===== src/pscl_pkg.sv =====
// Shared latch layouts, selector codes and counts for the synthesizer control latches.
package pscl_pkg;

   localparam int WORD_W = 24;

   // Latch selector codes carried in the two lowest word bits.
   localparam logic [1:0] SEL_REF = 2'h0;
   localparam logic [1:0] SEL_FB = 2'h1;
   localparam logic [1:0] SEL_FN = 2'h2;
   localparam logic [1:0] SEL_INIT = 2'h3;

   // Reset values of the three stored latches.
   localparam logic [23:0] REF_RST = 24'h000000;
   localparam logic [23:0] FB_RST = 24'h000000;
   localparam logic [23:0] FN_RST = 24'h000000;

   // Contiguous good detector cycles needed for lock.
   localparam logic [2:0] LOCK_FEW = 3'h3;
   localparam logic [2:0] LOCK_MANY = 3'h5;

   // Multiplexer code for the lock indication: bit4=1, bit5=0, bit6=0.
   localparam logic [2:0] MUX_LOCK = 3'h1;

   // Fastlock timeout is step times field plus base, in detector cycles.
   localparam logic [5:0] TMR_BASE = 6'h03;

   typedef struct packed {
      logic spare23;
      logic resync_delay_select;
      logic resync_en;
      logic lock_precision;
      logic [1:0] spare19_18;
      logic [1:0] backlash_width;
      logic [13:0] ref_div;
      logic [1:0] sel;
   } pscl_ref_t;

   typedef struct packed {
      logic [1:0] spare23_22;
      logic cp_gain;
      logic [12:0] b_val;
      logic [5:0] a_val;
      logic [1:0] sel;
   } pscl_fb_t;

   typedef struct packed {
      logic [1:0] prescaler;
      logic pd_sync_mode;
      logic [2:0] cp_current2;
      logic [2:0] cp_current1;
      logic [3:0] fl_timer;
      logic fl_mode2;
      logic fl_en;
      logic cp_tristate;
      logic spare7;
      logic [2:0] mux_sel;
      logic pd_req;
      logic counter_reset;
      logic [1:0] sel;
   } pscl_fn_t;

   typedef struct packed {
      logic [13:0] ref_div;
      logic [1:0] backlash_width;
      logic resync_en;
      logic resync_delay_select;
      logic [5:0] a_val;
      logic [12:0] b_val;
      logic [1:0] prescaler;
      logic [2:0] cp_current;
      logic cp_tristate;
      logic counter_reset;
      logic power_down;
      logic fastlock_active;
   } pscl_ctrl_t;

endpackage


===== src/pscl_core.sv =====
// Serial control port, control latches, lock detect, power-down and fastlock sequencing.
// Overview of operation
// RQ1: 24-bit word shifted in MSB first.
// RQ2: strobe rising edge transfers word to latch.
// RQ3: low two bits choose one of four latches.
// RQ4: reference bits 2..15 hold divide value.
// RQ5: reference bits 16..17 select backlash width.
// RQ6: bit 20 picks three or five cycles.
// RQ7: good cycles count; bad cycle drops lock.
// RQ8: bits 21/22 select resync and delay.
// RQ9: feedback bits 2..7 hold A value.
// RQ10: feedback bits 8..20 hold B value.
// RQ11: host keeps B not below A.
// RQ12: feedback bit 21 enters or leaves fastlock.
// RQ13: counter reset holds counters, three-states pump.
// RQ14: chip enable low powers down, port live.
// RQ15: software power-down, immediate or next cycle.
// RQ16: bits 4..6 select the test output.
// RQ17: function bit 8 three-states charge pump.
// RQ18: bit 9 enables fastlock, bit 10 mode.
// RQ19: mode 2 expiry clears gain bit.
// RQ20: timeout field counts detector cycles.
// RQ21: timeout is four times field plus three.
// RQ22: current 1 steady, current 2 in fastlock.
// RQ23: bits 22..23 select prescaler modulus.
// RQ24: init latch like function, one counter reset.
// RQ25: host sequence for counter-reset start-up.
// RQ26: whole word applied in one cycle.
`timescale 1ns/100ps
module pscl_core (
   input wire logic clk, // system clock, 125 MHz
   input wire logic nrst, // synchronous reset, active low
   input wire logic clk_en, // freezes all state while low
   input wire logic serial_clk, // serial clock pin
   input wire logic serial_data, // serial data pin
   input wire logic load_strobe, // load strobe pin
   input wire logic chip_enable, // chip enable pin, low powers down
   input wire logic pdet_cycle, // detector cycle marker, rising edge per cycle
   input wire logic err_below_15ns, // phase error of the cycle is small
   input wire logic err_above_25ns, // phase error of the cycle is large
   output pscl_pkg::pscl_ctrl_t ctrl, // registered controls for the analog section
   output logic digital_lock, // lock indication, active high
   output logic selectable_test_output // multiplexed test output
);

   // ************************************************************
   // Pin synchronization and edge detection
   // ************************************************************
   logic [6:0] pins_s;
   logic sck_s;
   logic sdata_s;
   logic strobe_s;
   logic ce_s;
   logic pdet_s;
   logic good_s;
   logic bad_s;
   logic sck_prev_q;
   logic strobe_prev_q;
   logic pdet_prev_q;
   logic sck_rise;
   logic strobe_rise;
   logic pdet_rise;

   pscl_sync #(.W(7)) u_sync (
      .clk(clk),
      .nrst(nrst),
      .clk_en(clk_en),
      .raw_level({serial_clk, serial_data, load_strobe, chip_enable, pdet_cycle, err_below_15ns, err_above_25ns}),
      .stable_level(pins_s)
   );

   assign {sck_s, sdata_s, strobe_s, ce_s, pdet_s, good_s, bad_s} = pins_s;
   assign sck_rise = sck_s && !sck_prev_q;
   assign strobe_rise = strobe_s && !strobe_prev_q;
   assign pdet_rise = pdet_s && !pdet_prev_q;

   always_ff @(posedge clk)
   begin
      if (!nrst)
      begin
         sck_prev_q <= 1'b0;
         strobe_prev_q <= 1'b0;
         pdet_prev_q <= 1'b0;
      end
      else if (clk_en)
      begin
         sck_prev_q <= sck_s;
         strobe_prev_q <= strobe_s;
         pdet_prev_q <= pdet_s;
      end
   end

   // ************************************************************
   // Shift register and latch transfer
   // ************************************************************
   logic [23:0] shift_q;
   pscl_pkg::pscl_ref_t ref_q;
   pscl_pkg::pscl_fb_t fb_q;
   pscl_pkg::pscl_fn_t fn_q;
   pscl_pkg::pscl_fb_t shift_fb;
   logic init_pulse_q;
   logic wr_ref;
   logic wr_fb;
   logic wr_fn;
   logic wr_init;

   // RQ3: latch decode
   assign wr_ref = strobe_rise && (shift_q[1:0] == pscl_pkg::SEL_REF);
   assign wr_fb = strobe_rise && (shift_q[1:0] == pscl_pkg::SEL_FB);
   assign wr_fn = strobe_rise && (shift_q[1:0] == pscl_pkg::SEL_FN);
   assign wr_init = strobe_rise && (shift_q[1:0] == pscl_pkg::SEL_INIT);
   assign shift_fb = pscl_pkg::pscl_fb_t'(shift_q);

   // RQ1: MSB first shift
   always_ff @(posedge clk)
   begin
      if (!nrst)
         shift_q <= 24'h000000;
      else if (clk_en && sck_rise)
         shift_q <= {shift_q[22:0], sdata_s};
   end

   // The strobe is resampled on clk, so a word lands in its latch in a single
   // cycle and the divider outputs never show a half-written value.
   // RQ2: transfer on strobe edge
   // RQ26: atomic word update
   // RQ24: init latch shares function layout
   always_ff @(posedge clk)
   begin
      if (!nrst)
      begin
         ref_q <= pscl_pkg::REF_RST;
         fb_q <= pscl_pkg::FB_RST;
         fn_q <= pscl_pkg::FN_RST;
         init_pulse_q <= 1'b0;
      end
      else if (clk_en)
      begin
         if (wr_ref)
            ref_q <= shift_q;
         if (wr_fb)
            fb_q <= shift_q;
         if (wr_fn || wr_init)
            fn_q <= shift_q;
         init_pulse_q <= wr_init;
      end
   end

   // ************************************************************
   // Digital lock detect
   // ************************************************************
   logic [2:0] lock_cnt_q;
   logic lock_q;
   logic [2:0] lock_need;
   logic [2:0] lock_cnt_inc;

   // RQ6: precision select
   assign lock_need = ref_q.lock_precision ? pscl_pkg::LOCK_MANY : pscl_pkg::LOCK_FEW;
   assign lock_cnt_inc = (lock_cnt_q >= lock_need) ? lock_cnt_q : lock_cnt_q + 3'h1;

   // A middle-band cycle breaks the run without dropping lock already held.
   // RQ7: qualify and drop
   always_ff @(posedge clk)
   begin
      if (!nrst)
      begin
         lock_cnt_q <= 3'h0;
         lock_q <= 1'b0;
      end
      else if (clk_en && pdet_rise)
      begin
         if (bad_s)
         begin
            lock_cnt_q <= 3'h0;
            lock_q <= 1'b0;
         end
         else if (good_s)
         begin
            lock_cnt_q <= lock_cnt_inc;
            if (lock_cnt_inc >= lock_need)
               lock_q <= 1'b1;
         end
         else
            lock_cnt_q <= 3'h0;
      end
   end

   // ************************************************************
   // Power-down and fastlock sequencing
   // ************************************************************
   logic pd_q;
   logic pd_d;
   logic gain_q;
   logic gain_d;
   logic fl_active_q;
   logic tmr_start;
   logic tmr_stop;
   logic tmr_expired;

   // Chip enable passes the synchronizer, so the hardware power-down in pd_q lags
   // the pin by three clocks; the serial port keeps running throughout.
   // RQ14: hardware power-down
   // RQ15: software power-down modes
   assign pd_d = !ce_s ? 1'b1 :
                 !fn_q.pd_req ? 1'b0 :
                 !fn_q.pd_sync_mode ? 1'b1 :
                 (pdet_rise || pd_q);

   // A host write of the gain bit wins over a timer clear in the same cycle.
   // RQ12: gain bit from host
   // RQ19: expiry clears gain
   assign gain_d = wr_fb ? shift_fb.cp_gain : (tmr_expired ? 1'b0 : gain_q);

   // RQ18: enable and mode
   assign tmr_start = wr_fb && shift_fb.cp_gain && fn_q.fl_en && fn_q.fl_mode2;
   assign tmr_stop = !fn_q.fl_en || !fn_q.fl_mode2 || !gain_q;

   pscl_fl_timer u_timer (
      .clk(clk),
      .nrst(nrst),
      .clk_en(clk_en),
      .start(tmr_start),
      .stop(tmr_stop),
      .tick(pdet_rise),
      .code(fn_q.fl_timer),
      .running(),
      .expired(tmr_expired)
   );

   always_ff @(posedge clk)
   begin
      if (!nrst)
      begin
         pd_q <= 1'b1;
         gain_q <= 1'b0;
         fl_active_q <= 1'b0;
      end
      else if (clk_en)
      begin
         pd_q <= pd_d;
         gain_q <= gain_d;
         fl_active_q <= fn_q.fl_en && gain_d;
      end
   end

   // ************************************************************
   // Output registers
   // ************************************************************
   pscl_pkg::pscl_ctrl_t ctrl_d;
   logic counters_held;
   logic mux_d;

   // RQ13: counter reset
   // RQ24: one-shot reset
   assign counters_held = fn_q.counter_reset || init_pulse_q;
   // RQ16: lock on test output
   assign mux_d = (fn_q.mux_sel == pscl_pkg::MUX_LOCK) && lock_q;

   // RQ4: reference divide value
   assign ctrl_d.ref_div = ref_q.ref_div;
   // RQ5: backlash width
   assign ctrl_d.backlash_width = ref_q.backlash_width;
   // RQ8: resync and delay
   assign ctrl_d.resync_en = ref_q.resync_en;
   assign ctrl_d.resync_delay_select = ref_q.resync_en && ref_q.resync_delay_select;
   // RQ9: A value
   assign ctrl_d.a_val = fb_q.a_val;
   // RQ10: B value
   assign ctrl_d.b_val = fb_q.b_val;
   // RQ23: prescaler modulus
   assign ctrl_d.prescaler = fn_q.prescaler;
   // RQ22: current selection
   assign ctrl_d.cp_current = fl_active_q ? fn_q.cp_current2 : fn_q.cp_current1;
   // RQ17: forced three-state
   assign ctrl_d.cp_tristate = fn_q.cp_tristate || counters_held || pd_q;
   assign ctrl_d.counter_reset = counters_held;
   assign ctrl_d.power_down = pd_q;
   assign ctrl_d.fastlock_active = fl_active_q;

   always_ff @(posedge clk)
   begin
      if (!nrst)
      begin
         ctrl <= '0;
         digital_lock <= 1'b0;
         selectable_test_output <= 1'b0;
      end
      else if (clk_en)
      begin
         ctrl <= ctrl_d;
         digital_lock <= lock_q;
         selectable_test_output <= mux_d;
      end
   end
endmodule


===== src/pscl_fl_timer.sv =====
// Fastlock mode-2 timeout counter, counted in detector cycles.
`timescale 1ns/100ps
module pscl_fl_timer (
   input wire logic clk, // system clock
   input wire logic nrst, // synchronous reset, active low
   input wire logic clk_en, // freezes state while low
   input wire logic start, // load and run
   input wire logic stop, // abandon the count
   input wire logic tick, // one detector cycle
   input wire logic [3:0] code, // timeout field
   output logic running, // count in progress
   output logic expired // pulse on the last cycle
);
   logic [5:0] cnt_q;
   logic run_q;
   logic [5:0] load_val;
   logic last_tick;

   // RQ21: four times field plus three
   assign load_val = 6'({code, 2'h0}) + pscl_pkg::TMR_BASE;
   assign last_tick = run_q && tick && (cnt_q == 6'h01);
   assign expired = last_tick;
   assign running = run_q;

   // RQ20: counts detector cycles
   always_ff @(posedge clk)
   begin
      if (!nrst)
      begin
         cnt_q <= 6'h00;
         run_q <= 1'b0;
      end
      else if (clk_en)
      begin
         if (start)
         begin
            cnt_q <= load_val;
            run_q <= 1'b1;
         end
         else if (stop || last_tick)
            run_q <= 1'b0;
         else if (run_q && tick)
            cnt_q <= cnt_q - 6'h01;
      end
   end
endmodule


===== src/pscl_sync.sv =====
// Two-stage synchronizer for pins arriving from outside the clock domain.
`timescale 1ns/100ps
module pscl_sync #(parameter int W = 1) (
   input wire logic clk, // system clock
   input wire logic nrst, // synchronous reset, active low
   input wire logic clk_en, // freezes state while low
   input wire logic [W-1:0] raw_level, // unsynchronized pins
   output logic [W-1:0] stable_level // synchronized copy
);
   logic [W-1:0] meta_q;

   always_ff @(posedge clk)
   begin
      if (!nrst)
      begin
         meta_q <= '0;
         stable_level <= '0;
      end
      else if (clk_en)
      begin
         meta_q <= raw_level;
         stable_level <= meta_q;
      end
   end
endmodule

===== config.mk =====
export PLATFORM = sky130hd
export DESIGN_NAME = pscl_core
export DESIGN_NICKNAME = d
export VERILOG_FILES = /design/src/pscl_pkg.sv /design/src/pscl_core.sv /design/src/pscl_fl_timer.sv /design/src/pscl_sync.sv
export SDC_FILE = /design/constraint.sdc
export NUM_CORES = 1
export LEC_CHECK = 0
export ABC_CLOCK_PERIOD_IN_PS = 2200
export BUFFER_PORTS_ARGS = -buffer_cell sky130_fd_sc_hd__buf_2
export CORE_MARGIN = 2
export CORE_UTILIZATION = 48
export DETAILED_ROUTE_END_ITERATION = 12
export HOLD_SLACK_MARGIN = 0.03
export PLACE_DENSITY = 0.65
export RECOVER_POWER = 100
export SYNTH_ARGS = -nofsm -noshare
export SYNTH_HDL_FRONTEND = slang
export SYNTH_SLANG_ARGS = --single-unit
export TNS_END_PERCENT = 100

===== constraint.sdc =====
create_clock -name clk -period 2.2 [get_ports clk]
set_input_delay 0.22 -clock clk [delete_from_list [all_inputs] [get_ports clk]]
set_output_delay 0.22 -clock clk [all_outputs]
set_load 0.05 [all_outputs]

* Yosys cells after proc, flatten, opt, wreduce, memory -nomap -nowiden
Index checks and enable logic that the tools add are counted.
** Cells by class
- Add/sub/neg operators :: 3
- Magnitude comparators :: 2
- Equal/unequal tests :: 6
- Muxes and demuxes :: 18
- Reduce and logical (&&, ||, !) cells :: 42
** Operator list (number)
- $mux W6 :: 3
- $logic_and A1 B1 Y1 :: 17
- $mux W3 :: 5
- $mux W1 :: 10
- $logic_or A1 B1 Y1 :: 8
- $reduce_and A2 Y1 :: 4
- $reduce_bool A2 Y1 :: 4
- $add A6 B2 Y6 const B :: 1
- $eq A6 B1 Y1 const B :: 1
- $ge A3 B3 Y1 :: 2
- $logic_not A1 Y1 :: 6
- $reduce_and A3 Y1 :: 2
- $sub A6 B1 Y6 const B :: 1
- $eq A2 B2 Y1 const B :: 2
- $add A3 B1 Y3 const B :: 1
- $eq A3 B1 Y1 const B :: 1
- $eq A2 B1 Y1 const B :: 1
- $logic_not A2 Y1 :: 1
- $ne A2 B2 Y1 const B :: 1
** Storage, ports and cells
- Bits in registers :: 163
- Bits of input ports :: 10
- Output and inout bits :: 48
- Logic and storage cells :: 117

* Logic depth before layout (Yosys ltp)
Gate-level depths: netlist (run 1).
- Depth after elaboration :: 8
- Depth in mapped cells :: 10
- Gate-level depth less buffers :: 10

* Cells and area by module
From an unflattened synthesis (run 1), not the netlist that was laid out.
** Second synthesis, totals
- Cell total of the unflattened synthesis :: 709
- Area, all modules :: 6682.7 um^2
** By module, submodules not included
- pscl_core :: instances 1, cells each 606, area an instance 5637.9 um^2, sequential area each 2842.7 um^2
- pscl_sync :: instances 1, cells each 45, area an instance 543.0 um^2, sequential area each 280.3 um^2
- pscl_fl_timer :: instances 1, cells each 58, area an instance 501.7 um^2, sequential area each 140.1 um^2

* Worst setup path before layout (run 1)
Ideal clock, no wire load.
- Path kind :: register -> register
- Start :: reg lock_cnt_q[1]
- End :: reg lock_q
- Setup time :: 0.122 ns
- Arrival :: 1.867 ns
- Data required time :: 2.078 ns
- Setup slack :: 0.210 ns
- Stages on the path, launching flop included :: 11
- Buffers on the path :: 0
- Clock period less this slack :: 1.990 ns
- Path through :: dfxtp_1 -> ha_1 -> a21o_1 -> a21oi_2 -> nand2_1 -> xnor2_1 -> ha_1 -> o21ai_0 -> nor2_1 -> o221ai_1 -> a21oi_1
** Between the ends
- Word-level cells in the longest chain between the ends :: 5
- Elaborated cells between the ends (all ways) :: 6
- Those cells by class :: add/sub (1); order compare (2); mux (1); reduce/logical (2)
** Ends and longest elaborated chain
- from (decl) :: RTL line pscl_core.sv:152 : logic [2:0] lock_cnt_q;
- from (signal assigned) :: RTL line pscl_core.sv:179 : lock_cnt_q <= lock_cnt_inc;
- $add A3 B1 Y3 or $ge A3 B3 Y1 (tied branches) :: RTL line pscl_core.sv:159 : assign lock_cnt_inc = (lock_cnt_q >= lock_need) ? lock_cnt_q : lock_cnt_q + 3'h1;
- $mux W3 (*) :: RTL line pscl_core.sv:159
- $ge A3 B3 Y1 (*) :: RTL line pscl_core.sv:180 : if (lock_cnt_inc >= lock_need)
- $reduce_bool A2 Y1 (no line) (*)
- $reduce_and A3 Y1 (no line) (*)
- to (signal assigned) :: RTL line pscl_core.sv:168 : lock_q <= 1'b0;
- to (signal assigned) :: RTL line pscl_core.sv:175 : lock_q <= 1'b0;
- to (signal assigned) :: RTL line pscl_core.sv:181 : lock_q <= 1'b1;
- to (decl) :: RTL line pscl_core.sv:153 : logic lock_q;
Every way passes the cells marked *; elsewhere a longest branch is shown, timed or not.
A chain may end at the register's enable or synchronous reset.

* Final worst setup path (run 1)
- Start :: reg ref_q[20] (netlist name)
- End :: reg lock_q
** Between the ends
- Word-level cells in the longest chain between the ends :: 6
** Ends and longest elaborated chain
- from (decl) :: RTL line pscl_core.sv:97 : pscl_pkg::pscl_ref_t ref_q;
- from (signal assigned) :: RTL line pscl_core.sv:132 : ref_q <= pscl_pkg::REF_RST;
- from (signal assigned) :: RTL line pscl_core.sv:140 : ref_q <= shift_q;
- $mux W3 (*) :: RTL line pscl_core.sv:158 : assign lock_need = ref_q.lock_precision ? pscl_pkg::LOCK_MANY : pscl_pkg::LOCK_FEW;
- $ge A3 B3 Y1 :: RTL line pscl_core.sv:159
- $mux W3 :: RTL line pscl_core.sv:159
- $ge A3 B3 Y1 (*) :: RTL line pscl_core.sv:180
- $reduce_bool A2 Y1 (no line) (*)
- $reduce_and A3 Y1 (no line) (*)
Marked as above.

==> flow_metrics.py, run 1 <==
metrics = {
    "placement": {
        "port_buffers": 57,
        "post_dp_cell_area_um2": 6560,
        "place.detailed.hpwl_um": 9010,
        "place_congestion": 0.785,
        "place_ws_ps": -51.4,
    },
    "synthesis": {
        "yosys_warnings": 0,
        "synthFlopType": "sky130_fd_sc_hd__dfxtp_1",
        "synth_cell_type_count": 47,
        "synth_most_common_cell": "sky130_fd_sc_hd__nand2_1",
        "synth.top_cell.area_share": 0.531,
        "ys_ff_latch": 163,
        "nets_in_the_synthesized_netlist": 726,
        "syn_inst": 709,
        "synth.avg_cell_area_um2": 8.66,
        "synth_top_cells_by_count": "sky130_fd_sc_hd__nand2_1 (178), sky130_fd_sc_hd__dfxtp_1 (163), sky130_fd_sc_hd__a21oi_1 (98)",
        "yosys-top-cells-area": "sky130_fd_sc_hd__dfxtp_1 (53%), sky130_fd_sc_hd__nand2_1 (11%), sky130_fd_sc_hd__mux2i_1 (10%)",
        "post_synth_instance_area_um2": 6140,
        "number_of_enable_flip_flop_cells_after_synthesis": 0,
        "async_flop_share": 0,
        "synth_top_area_cell": "sky130_fd_sc_hd__dfxtp_1",
        "synth_seq_area_share": 0.531,
    },
    "cells_and_area": {
        "multi_input_comb_area_um2": 2680,
        "finish.net_count": 773,
        "regArea_um2": 3270,
        "synthToLayoutAreaGrowth_pct": 17.0,
        "fillCellCount": 1150,
        "layout-drive-gt1-share": 0.0743,
        "finish.instance_area_um2": 7180,
        "antenna_cells": 0,
    },
    "die": {
        "fp.dieArea_um2": 13700,
        "core_um2": 12600,
        "fp-row-count": 41,
        "floorplan.io_pins": 58,
        "start_util": 0.489,
        "die_h_um": 117,
        "die_width_um": 117,
    },
    "timing": {
        "setup-violations-final": 0,
        "timing.final.max_slew_violations": 0,
        "timing.final.ws_setup_ps": 79.2,
        "finClkSkew_ps": 5.18,
        "max_clock_freq_mhz": 472,
        "min_period_over_period": 0.964,
        "timing.final.hold_violations": 0,
        "timing.max_slew.rel_slack": 0.159,
        "worstMarginPinSlew_ps": 1260,
        "rsz0062_at_grt": "no",
        "fin_crit_ps": 2120,
        "setup_tns_ps": 0,
    },
    "clock_tree": {
        "cts.path.max_buffers": 2,
        "clock-root-buffer": "sky130_fd_sc_hd__clkbuf_16",
        "clock_insertion_delay_worst_skew_ps": 430,
        "cts_tree": "built",
        "clock_sinks": 163,
        "htree_num_levels": 4,
        "total_cts_buffers": 17,
        "clkSlewWorstSetupHoldPaths_ps": 60,
    },
    "worst_setup_path": {
        "path_common_cell": "sky130_fd_sc_hd__ha_1",
        "critPathBufInv": 1,
        "timing.reg2reg.setup_slack_ps": 80,
        "path_delay_family": "adder cells",
        "timing.critical_path.arrival_ps": 2430,
        "crit_start": "ref_q[20]$_SDFFE_PN0P_",
        "rr_endpoint": "lock_q$_SDFFE_PN0P_",
        "worst_r2r_path_depth": 8,
        "setup.worst_path.class": "reg2reg",
        "cpMaxStageDelayCell": "sky130_fd_sc_hd__mux2_2",
        "crit_chain": "ha_1 > a21o_1 > a21oi_4 > buf_4 > mux2_2 > ha_1 > o211ai_1 > a21oi_1",
        "setup.worst_path.start_class": "register",
        "rr_startpoint": "ref_q[20]$_SDFFE_PN0P_",
        "critPathCaptureType": "register",
        "worst_endpoint_required_time_ps": 2510,
        "critPathMaxFanout": 4,
        "max_stage_delay_ps": 350,
    },
    "power": {
        "power_w": 0.00641,
        "vdd_drop_max_mv": 0.476,
        "comb_power_share": 0.031,
        "seq_power_share": 0.466,
        "pwr-share-clk": 0.503,
        "cellPowerDensity_nw_per_um2": 892,
        "net_switching_power_of_the_design_w": 0.00129,
        "leakage_nw": 2.65,
        "internal-power_w": 0.00512,
        "netSwitchingFraction": 0.201,
    },
    "outcome": {
        "status": "finished clean",
    },
    "worst_hold_path": {
        "hold-path-cell-count": 3,
        "hold_path_class": "in2reg",
        "hold-path-endpoint": "u_sync.meta_q[5]$_SDFFE_PN0P_",
        "hold_path_startpoint": "serial_data",
    },
    "global_routing": {
        "first_pass_grt_wire_length_um": 22500,
        "first_global_vias": 4604,
        "global_route.usage.total": 0.213,
        "grt.overflow.total": 0,
        "largest_net_degree_at_the_start_of_global_routing": 57,
        "antenna_found_initial": 0,
    },
    "drt": {
        "routed_wire_length_per_instance_um": 14.5,
        "detail-route-antenna-nets": 0,
        "firstDrtPassIters": 4,
        "first_iter_violations": 311,
        "drc_errors": 0,
        "drt-total-wl_um": 13600,
        "detail_route.vias_per_cell": 5.17,
        "via_count": 4856,
    },
    "job": {
        "maxCapViolCount": 0,
    },
}
cell type report:
cell class	instances	share of cell area
clock buffer	20	0.0650
multi-input combinational	495	0.372
inverter	7	0.00366
tap	172	0.0300
timing repair buffer	72	0.0493
sequential	163	0.455
clock inverter	10	0.0251
stage by stage:
| stage | hold WS (ps) | util | instances |
|---|---|---|---|
| after floorplan | 296 | - | 709 |
| after global placement | 440 | 0.522 | 904 |
| after detailed placement | 447 | 0.522 | 904 |
| after CTS | 31.3 | 0.578 | 939 |
| after global routing | 48.3 | 0.572 | 939 |
| final | 39.6 | 0.572 | 939 |
cell families (layout without fill, tap and decap cells):
| logic type | after synthesis | after routing | share of synthesized area |
|---|---|---|---|
| adder cells (fa/ha/maj) | 7 | 7 | 0.0143 |
| flip-flops | 163 | 163 | 0.531 |
| AND/OR/NAND/NOR | 293 | 293 | 0.200 |
| AO/OA/AOI/OAI | 131 | 131 | 0.116 |
| multiplexers | 63 | 63 | 0.103 |
| buffers and inverters | 51 | 109 | 0.0342 |
| XOR/XNOR | 1 | 1 | 0.00143 |
worst min-delay path, cell delays in order:
cell,delay [ps]
sky130_fd_sc_hd__buf_2,80
sky130_fd_sc_hd__mux2i_1,60
sky130_fd_sc_hd__nor2_1,70
metal layers:
layer  track usage  up-vias  share of wire
li1              -     2464              -
met1         0.274     2253           0.47
met2         0.332      100           0.46
met3        0.0479       39          0.033
met4         0.117        0          0.034
met5             0        -              0
worst max path at each step:
| stage | to | slack (ps) | depth (start not counted) |
|---|---|---|---|
| 5_1_grt | lock_q$_SDFFE_PN0P_ | 20 | 8 |
| 3_3_place_gp | lock_q$_SDFFE_PN0P_ | 150 | 10 |
| 2_1_floorplan | lock_q$_SDFFE_PN0P_ | 210 | 10 |
| 4_1_cts | lock_q$_SDFFE_PN0P_ | 70 | 10 |
| 6_report | lock_q$_SDFFE_PN0P_ | 80 | 8 |
| 3_5_place_dp | lock_q$_SDFFE_PN0P_ | -50 | 10 |
what timing repair did:
item,4_1_cts,5_1_grt
endpoints found under the hold margin,4,0
setup endpoints to repair,1,2
pin swaps,1,3
setup buffers,1,0
hold buffers,4,0
gates resized for setup,2,3
sequential cells by signal (all words and copies together) (netlist names), 2 cells and up:
name                 count
fn_q                    19
ref_q                    2
u_sync.meta_q            7
lock_cnt_q               3
shift_fb                24
u_sync.stable_level      7
u_timer.cnt_q            6
ctrl_d                  38
ctrl                    46
power by group through the flow:
| stage | clock network (W) | registers [W] | logic, W |
|---|---|---|---|
| finish | 0.00322 | 0.00299 | 0.000200 |
| global route | 0.00338 | 0.00299 | 0.000219 |
| CTS | 0.00326 | 0.00299 | 0.000203 |
| detailed placement | 0 | 0.00305 | 0.000197 |
| global placement | 0 | 0.00305 | 0.000193 |
| floorplan | 0 | 0.00307 | 0.000129 |
cells in the final DEF (no fill, tap or decap), types with 5 or more instances in the layout:
cell type and instances:
sky130_fd_sc_hd__mux2i_1 62, sky130_fd_sc_hd__ha_1 7, sky130_fd_sc_hd__nor2_1 81, sky130_fd_sc_hd__clkbuf_16 17
sky130_fd_sc_hd__inv_1 5, sky130_fd_sc_hd__bufinv_16 5, sky130_fd_sc_hd__dfxtp_1 161, sky130_fd_sc_hd__o21ai_0 11
sky130_fd_sc_hd__nand2_1 178, sky130_fd_sc_hd__a21oi_1 98, sky130_fd_sc_hd__buf_2 8, sky130_fd_sc_hd__a21o_1 5
sky130_fd_sc_hd__a211oi_1 5, sky130_fd_sc_hd__nand3b_1 7, sky130_fd_sc_hd__clkbuf_1 53
Note: power is estimated with default switching activity, not from simulation.
==> inputs of run 2 (changes only) <==
--- a/config.mk
+++ b/config.mk
@@ -6,13 +6,15 @@
 export NUM_CORES = 1
 export LEC_CHECK = 0
 export ABC_CLOCK_PERIOD_IN_PS = 2200
-export BUFFER_PORTS_ARGS = -buffer_cell sky130_fd_sc_hd__buf_2
 export CORE_MARGIN = 2
 export CORE_UTILIZATION = 48
 export DETAILED_ROUTE_END_ITERATION = 12
+export DONT_BUFFER_PORTS = 1
 export HOLD_SLACK_MARGIN = 0.03
-export PLACE_DENSITY = 0.65
+export PLACE_DENSITY = 0.61
 export RECOVER_POWER = 100
+export REMOVE_ABC_BUFFERS = 1
+export SKIP_LAST_GASP = 1
 export SYNTH_ARGS = -nofsm -noshare
 export SYNTH_HDL_FRONTEND = slang
 export SYNTH_SLANG_ARGS = --single-unit
==> flow_metrics.py, run 2 (synthesis results as in run 1) <==
metrics = {
    "outcome": {
        "status": "finished clean",
    },
    "worst_hold_path": {
        "hold_path_startpoint": "clk_en",
        "hold_path_class": "in2reg",
        "hold-path-endpoint": "pd_q$_SDFFE_PN1P_",
        "hold-path-cell-count": 2,
    },
    "clock_tree": {
        "total_cts_buffers": 17,
        "post_cts.repair.setup_buffers": 0,
        "clock_insertion_delay_worst_skew_ps": 420,
        "cts_tree": "built",
        "clkSlewWorstSetupHoldPaths_ps": 60,
        "htree_num_levels": 4,
        "clock-root-buffer": "sky130_fd_sc_hd__clkbuf_16",
        "cts.path.max_buffers": 2,
        "clock_sinks": 163,
    },
    "global_routing": {
        "grt.met2_usage": 0.329,
        "global_route.usage.total": 0.209,
        "grt.overflow.total": 0,
        "antenna_found_initial": 0,
        "largest_net_degree_at_the_start_of_global_routing": 69,
        "first_pass_grt_wire_length_um": 22100,
        "grt_peak_use_layer": "met2",
        "grt_use_met3": 0.0515,
        "first_global_vias": 4454,
        "use_met1": 0.271,
    },
    "worst_setup_path": {
        "worst_endpoint_required_time_ps": 2540,
        "cpMaxStageDelayCell": "sky130_fd_sc_hd__mux2_2",
        "path_common_cell": "sky130_fd_sc_hd__ha_1",
        "setup.worst_path.start_class": "register",
        "critPathMaxFanout": 4,
        "worst_r2r_path_depth": 8,
        "critPathBufInv": 1,
        "timing.critical_path.arrival_ps": 2440,
        "critPathCaptureType": "register",
        "setup.worst_path.class": "reg2reg",
        "rr_endpoint": "lock_q$_SDFFE_PN0P_",
        "rr_startpoint": "lock_cnt_q[1]$_SDFFE_PN0P_",
        "crit_chain": "ha_1 > a21o_1 > a21oi_2 > buf_4 > mux2_2 > ha_1 > o211ai_1 > a21oi_1",
        "timing.reg2reg.setup_slack_ps": 100,
        "path_delay_family": "adder cells",
        "max_stage_delay_ps": 360,
    },
    "timing": {
        "min_period_over_period": 0.955,
        "rsz0062_at_grt": "yes",
        "timing.max_slew.rel_slack": 0.0647,
        "fin_crit_ps": 2100,
        "finClkSkew_ps": 13.6,
        "timing.final.max_slew_violations": 0,
        "worstMarginPinSlew_ps": 1400,
        "max_clock_freq_mhz": 476,
        "setup-violations-final": 0,
        "timing.final.hold_violations": 0,
    },
    "drt": {
        "first_iter_violations": 277,
        "detail-route-antenna-nets": 0,
        "routed_wire_length_per_instance_um": 15.2,
        "drc_errors": 0,
        "firstDrtPassIters": 4,
        "via_count": 4768,
        "drt-total-wl_um": 13700,
        "detail_route.vias_per_cell": 5.27,
    },
    "power": {
        "leakage_nw": 2.65,
        "netSwitchingFraction": 0.205,
        "seq_power_share": 0.472,
        "vdd_drop_max_mv": 0.554,
        "pwr-share-clk": 0.498,
        "comb_power_share": 0.030,
        "internal-power_w": 0.00507,
        "net_switching_power_of_the_design_w": 0.00131,
        "cellPowerDensity_nw_per_um2": 885,
    },
    "cells_and_area": {
        "largest_register_ff_count": 46,
        "top_library_cells_by_usage_in_the_layout_fill_and_taps_aside": "sky130_fd_sc_hd__nand2_1 (178), sky130_fd_sc_hd__dfxtp_1 (161), sky130_fd_sc_hd__a21oi_1 (98)",
        "antenna_cells": 0,
        "fin_util": 0.573,
        "finish.net_count": 737,
        "layout-drive-gt1-share": 0.0737,
        "final_common_cell": "sky130_fd_sc_hd__nand2_1",
        "max_flop_register": "ctrl",
        "layoutNonFillerInstCount": 905,
        "synthToLayoutAreaGrowth_pct": 17.3,
    },
    "die": {
        "die_h_um": 117,
        "start_util": 0.489,
        "die_width_um": 117,
        "fp-row-count": 41,
        "fp.dieArea_um2": 13700,
        "core_um2": 12600,
        "floorplan.io_pins": 58,
    },
    "placement": {
        "place.detailed.hpwl_um": 8300,
        "port_buffers": 0,
        "post-place-cells": 847,
        "place_congestion": 0.781,
    },
    "job": {
        "maxCapViolCount": 0,
    },
}
[run 2: timing repair]
item                                    in CTS  in global routing
hold endpoints to repair                    68                  0
resized for setup                            0                  5
endpoints found under the setup margin       0                  4
hold buffers                                26                  0
[run 2: worst max path at each step]
stage / startpoint / to / slack (ps) / cells past startpoint
final: lock_cnt_q[1]$_SDFFE_PN0P_ / lock_q$_SDFFE_PN0P_ / 100 / 8
after floorplan: nrst / ctrl[2]$_SDFFE_PN0P_ / -980 / 2
after global routing: u_timer.cnt_q[1]$_SDFFE_PN0P_ / gain_q$_SDFFE_PN0P_ / -40 / 7
after global placement: lock_cnt_q[1]$_SDFFE_PN0P_ / lock_q$_SDFFE_PN0P_ / 240 / 10
after CTS: lock_cnt_q[1]$_SDFFE_PN0P_ / lock_q$_SDFFE_PN0P_ / 90 / 10
after detailed placement: lock_cnt_q[1]$_SDFFE_PN0P_ / lock_q$_SDFFE_PN0P_ / 100 / 10
[run 2: area by class of cell]
type	count	area (um^2)
clock buffers	18	429
clock inverters	14	211
fillers	1150	5370
inverters	7	28.8
multi-input cells	495	2680
flip-flops and latches	163	3270
well taps	172	215
repair buffers	36	370
[run 2: power by group through the flow]
stage          clock [W]  combinational (W)  sequential [W]
2_1_floorplan          0          0.0000907         0.00307
3_3_place_gp           0           0.000123         0.00307
3_5_place_dp           0           0.000126         0.00307
4_1_cts          0.00323           0.000193         0.00301
5_1_grt          0.00336           0.000212         0.00301
6_report         0.00317           0.000194         0.00301
[run 2: metal layers]
metal | up-vias | wire length, um
met1 | 2260 | 6260
met5 | - | 0
met3 | 21 | 603
li1 | 2385 | -
met4 | 0 | 234
met2 | 102 | 6640
[run 2: metrics by stage]
stage          total power [W]  cell area (um^2)  hold WS, ps  setup slack, ps  setup TNS, ps
6_report               0.00637              7200         55.7             99.4              0
5_1_grt                0.00658              7200         71.1            -40.0          -40.0
4_1_cts                0.00643              7190         31.8             85.1              0
3_5_place_dp           0.00320              6270          318             96.9              0
3_3_place_gp           0.00320              6270          299              235              0
2_1_floorplan          0.00316              5960          296             -981        -122380
==> inputs of run 3 (changes only) <==
--- a/config.mk
+++ b/config.mk
@@ -6,7 +6,6 @@
 export NUM_CORES = 1
 export LEC_CHECK = 0
 export ABC_CLOCK_PERIOD_IN_PS = 2200
-export CORE_MARGIN = 2
 export CORE_UTILIZATION = 48
 export DETAILED_ROUTE_END_ITERATION = 12
 export DONT_BUFFER_PORTS = 1
@@ -15,6 +14,7 @@
 export RECOVER_POWER = 100
 export REMOVE_ABC_BUFFERS = 1
 export SKIP_LAST_GASP = 1
+export SLEW_MARGIN = 20
 export SYNTH_ARGS = -nofsm -noshare
 export SYNTH_HDL_FRONTEND = slang
 export SYNTH_SLANG_ARGS = --single-unit
==> flow_metrics.py, run 3 (synthesis results as in run 1) <==
metrics = {
    "outcome": {
        "status": "finished clean",
    },
    "cells_and_area": {
        "finish.instance_area_um2": 7100,
        "layoutNonFillerInstCount": 898,
        "top_library_cells_by_usage_in_the_layout_fill_and_taps_aside": "sky130_fd_sc_hd__nand2_1 (177), sky130_fd_sc_hd__dfxtp_1 (162), sky130_fd_sc_hd__a21oi_1 (98)",
        "fillCellCount": 1111,
        "final_common_cell": "sky130_fd_sc_hd__nand2_1",
        "antenna_cells": 0,
        "layout-drive-gt1-share": 0.0712,
        "max_flop_register": "ctrl",
        "finish.net_count": 737,
        "largest_register_ff_count": 46,
        "synthToLayoutAreaGrowth_pct": 15.6,
    },
    "timing": {
        "max_clock_freq_mhz": 470,
        "finClkSkew_ps": 10.5,
        "timing.max_slew.rel_slack": 0.385,
        "setup-violations-final": 0,
        "timing.final.hold_violations": 0,
        "timing.final.ws_setup_ps": 71.0,
        "worstMarginPinSlew_ps": 922,
        "rsz0062_at_grt": "no",
        "fin_crit_ps": 2130,
        "min_period_over_period": 0.968,
        "timing.final.max_slew_violations": 0,
    },
    "power": {
        "vdd_drop_max_mv": 0.504,
        "cellPowerDensity_nw_per_um2": 831,
        "power_w": 0.00590,
        "leakage_nw": 2.63,
    },
    "drt": {
        "firstDrtPassIters": 7,
        "drt-total-wl_um": 13000,
        "detail-route-antenna-nets": 0,
        "first_iter_violations": 244,
        "via_count": 4705,
        "routed_wire_length_per_instance_um": 14.5,
        "detail_route.vias_per_cell": 5.24,
        "drc_errors": 0,
    },
    "clock_tree": {
        "cts.path.max_buffers": 2,
        "clock_insertion_delay_worst_skew_ps": 420,
        "htree_num_levels": 4,
        "total_cts_buffers": 17,
        "clock-root-buffer": "sky130_fd_sc_hd__clkbuf_16",
        "clock_sinks": 163,
        "cts_tree": "built",
        "clkSlewWorstSetupHoldPaths_ps": 60,
    },
    "worst_setup_path": {
        "critPathCaptureType": "register",
        "worst_r2r_path_depth": 8,
        "timing.critical_path.arrival_ps": 2470,
        "setup.worst_path.start_class": "register",
        "rr_startpoint": "lock_cnt_q[1]$_SDFFE_PN0P_",
        "rr_endpoint": "lock_q$_SDFFE_PN0P_",
        "worst_endpoint_required_time_ps": 2540,
        "setup.worst_path.class": "reg2reg",
        "crit_start": "lock_cnt_q[1]$_SDFFE_PN0P_",
        "timing.critical_path.to": "lock_q$_SDFFE_PN0P_",
        "critPathMaxFanout": 4,
        "timing.reg2reg.setup_slack_ps": 70,
    },
    "die": {
        "fp-row-count": 40,
        "fp.dieArea_um2": 13300,
        "die_h_um": 115,
        "floorplan.io_pins": 58,
        "core_um2": 12300,
        "start_util": 0.501,
        "die_width_um": 115,
    },
    "global_routing": {
        "largest_net_degree_at_the_start_of_global_routing": 56,
        "grt.overflow.total": 0,
        "antenna_found_initial": 0,
        "first_pass_grt_wire_length_um": 21800,
        "global_route.usage.total": 0.212,
        "first_global_vias": 4432,
    },
    "job": {
        "maxCapViolCount": 0,
    },
    "placement": {
        "place.detailed.hpwl_um": 7910,
        "place_congestion": 0.787,
        "port_buffers": 0,
        "post-place-cells": 843,
        "place_ws_ps": -21.4,
        "post_dp_cell_area_um2": 6270,
    },
    "worst_hold_path": {
        "hold_path_class": "in2reg",
    },
}
-- run 3: final cells by class --
cell class              instances  area, um^2  share of cell area
clock buffers                  23         488              0.0687
clock inverters                 6        55.1             0.00775
inverters                       7        28.8             0.00405
multi-input cells             495        2690               0.379
flip-flops and latches        163        3260               0.460
well taps                     168         210              0.0296
repair buffers                 36         365              0.0515
-- run 3: critical path: stages, from the launching register on --
cell and delay (ps):
sky130_fd_sc_hd__dfxtp_1 330, sky130_fd_sc_hd__ha_1 320, sky130_fd_sc_hd__a21o_1 230, sky130_fd_sc_hd__a21oi_4 180
sky130_fd_sc_hd__buf_4 140, sky130_fd_sc_hd__mux2_2 350, sky130_fd_sc_hd__ha_1 290, sky130_fd_sc_hd__o211ai_1 80
sky130_fd_sc_hd__a21oi_1 140
-- run 3: how the worst min path moves through the flow --
stage | start | cells past startpoint | slack, ps | endpoint
after global placement | nrst | 1 | 300 | pd_q$_SDFFE_PN1P_
after floorplan | nrst | 1 | 300 | pd_q$_SDFFE_PN1P_
final | clk_en | 2 | 70 | pd_q$_SDFFE_PN1P_
after global routing | nrst | 3 | 80 | u_timer.cnt_q[4]$_SDFFE_PN0P_
after detailed placement | nrst | 1 | 320 | pd_q$_SDFFE_PN1P_
after CTS | clk_en | 2 | 40 | pd_q$_SDFFE_PN1P_
-- run 3: stage by stage --
| stage | TNS (ps) | hold WS (ps) | utilization |
|---|---|---|---|
| 3_3_place_gp | 0 | 299 | 0.511 |
| 4_1_cts | 0 | 41.4 | 0.577 |
| 2_1_floorplan | -122380 | 296 | - |
| 3_5_place_dp | -21.4 | 318 | 0.511 |
| 5_1_grt | 0 | 76.7 | 0.579 |
| 6_report | 0 | 72.1 | 0.579 |
-- run 3: per-layer routing --
metal,global-route usage,part of all wire
met5,0,0
met4,0.0866,0.017
met3,0.0527,0.043
met2,0.329,0.46
met1,0.283,0.48
-- run 3: timing repair --
action                     in CTS  in global routing
buffers inserted                0                  2
hold buffers                   24                  0
pin swaps                       0                  1
cloned                          0                  0
hold endpoints to repair       68                  0
resized for setup               2                  3
setup endpoints to repair       1                  2
-- run 3: report_power, final --
part	internal (W)	switching (W)
sequential	0.00297	0.0000353
clock	0.00165	0.00105
combinational	0.0000871	0.000108
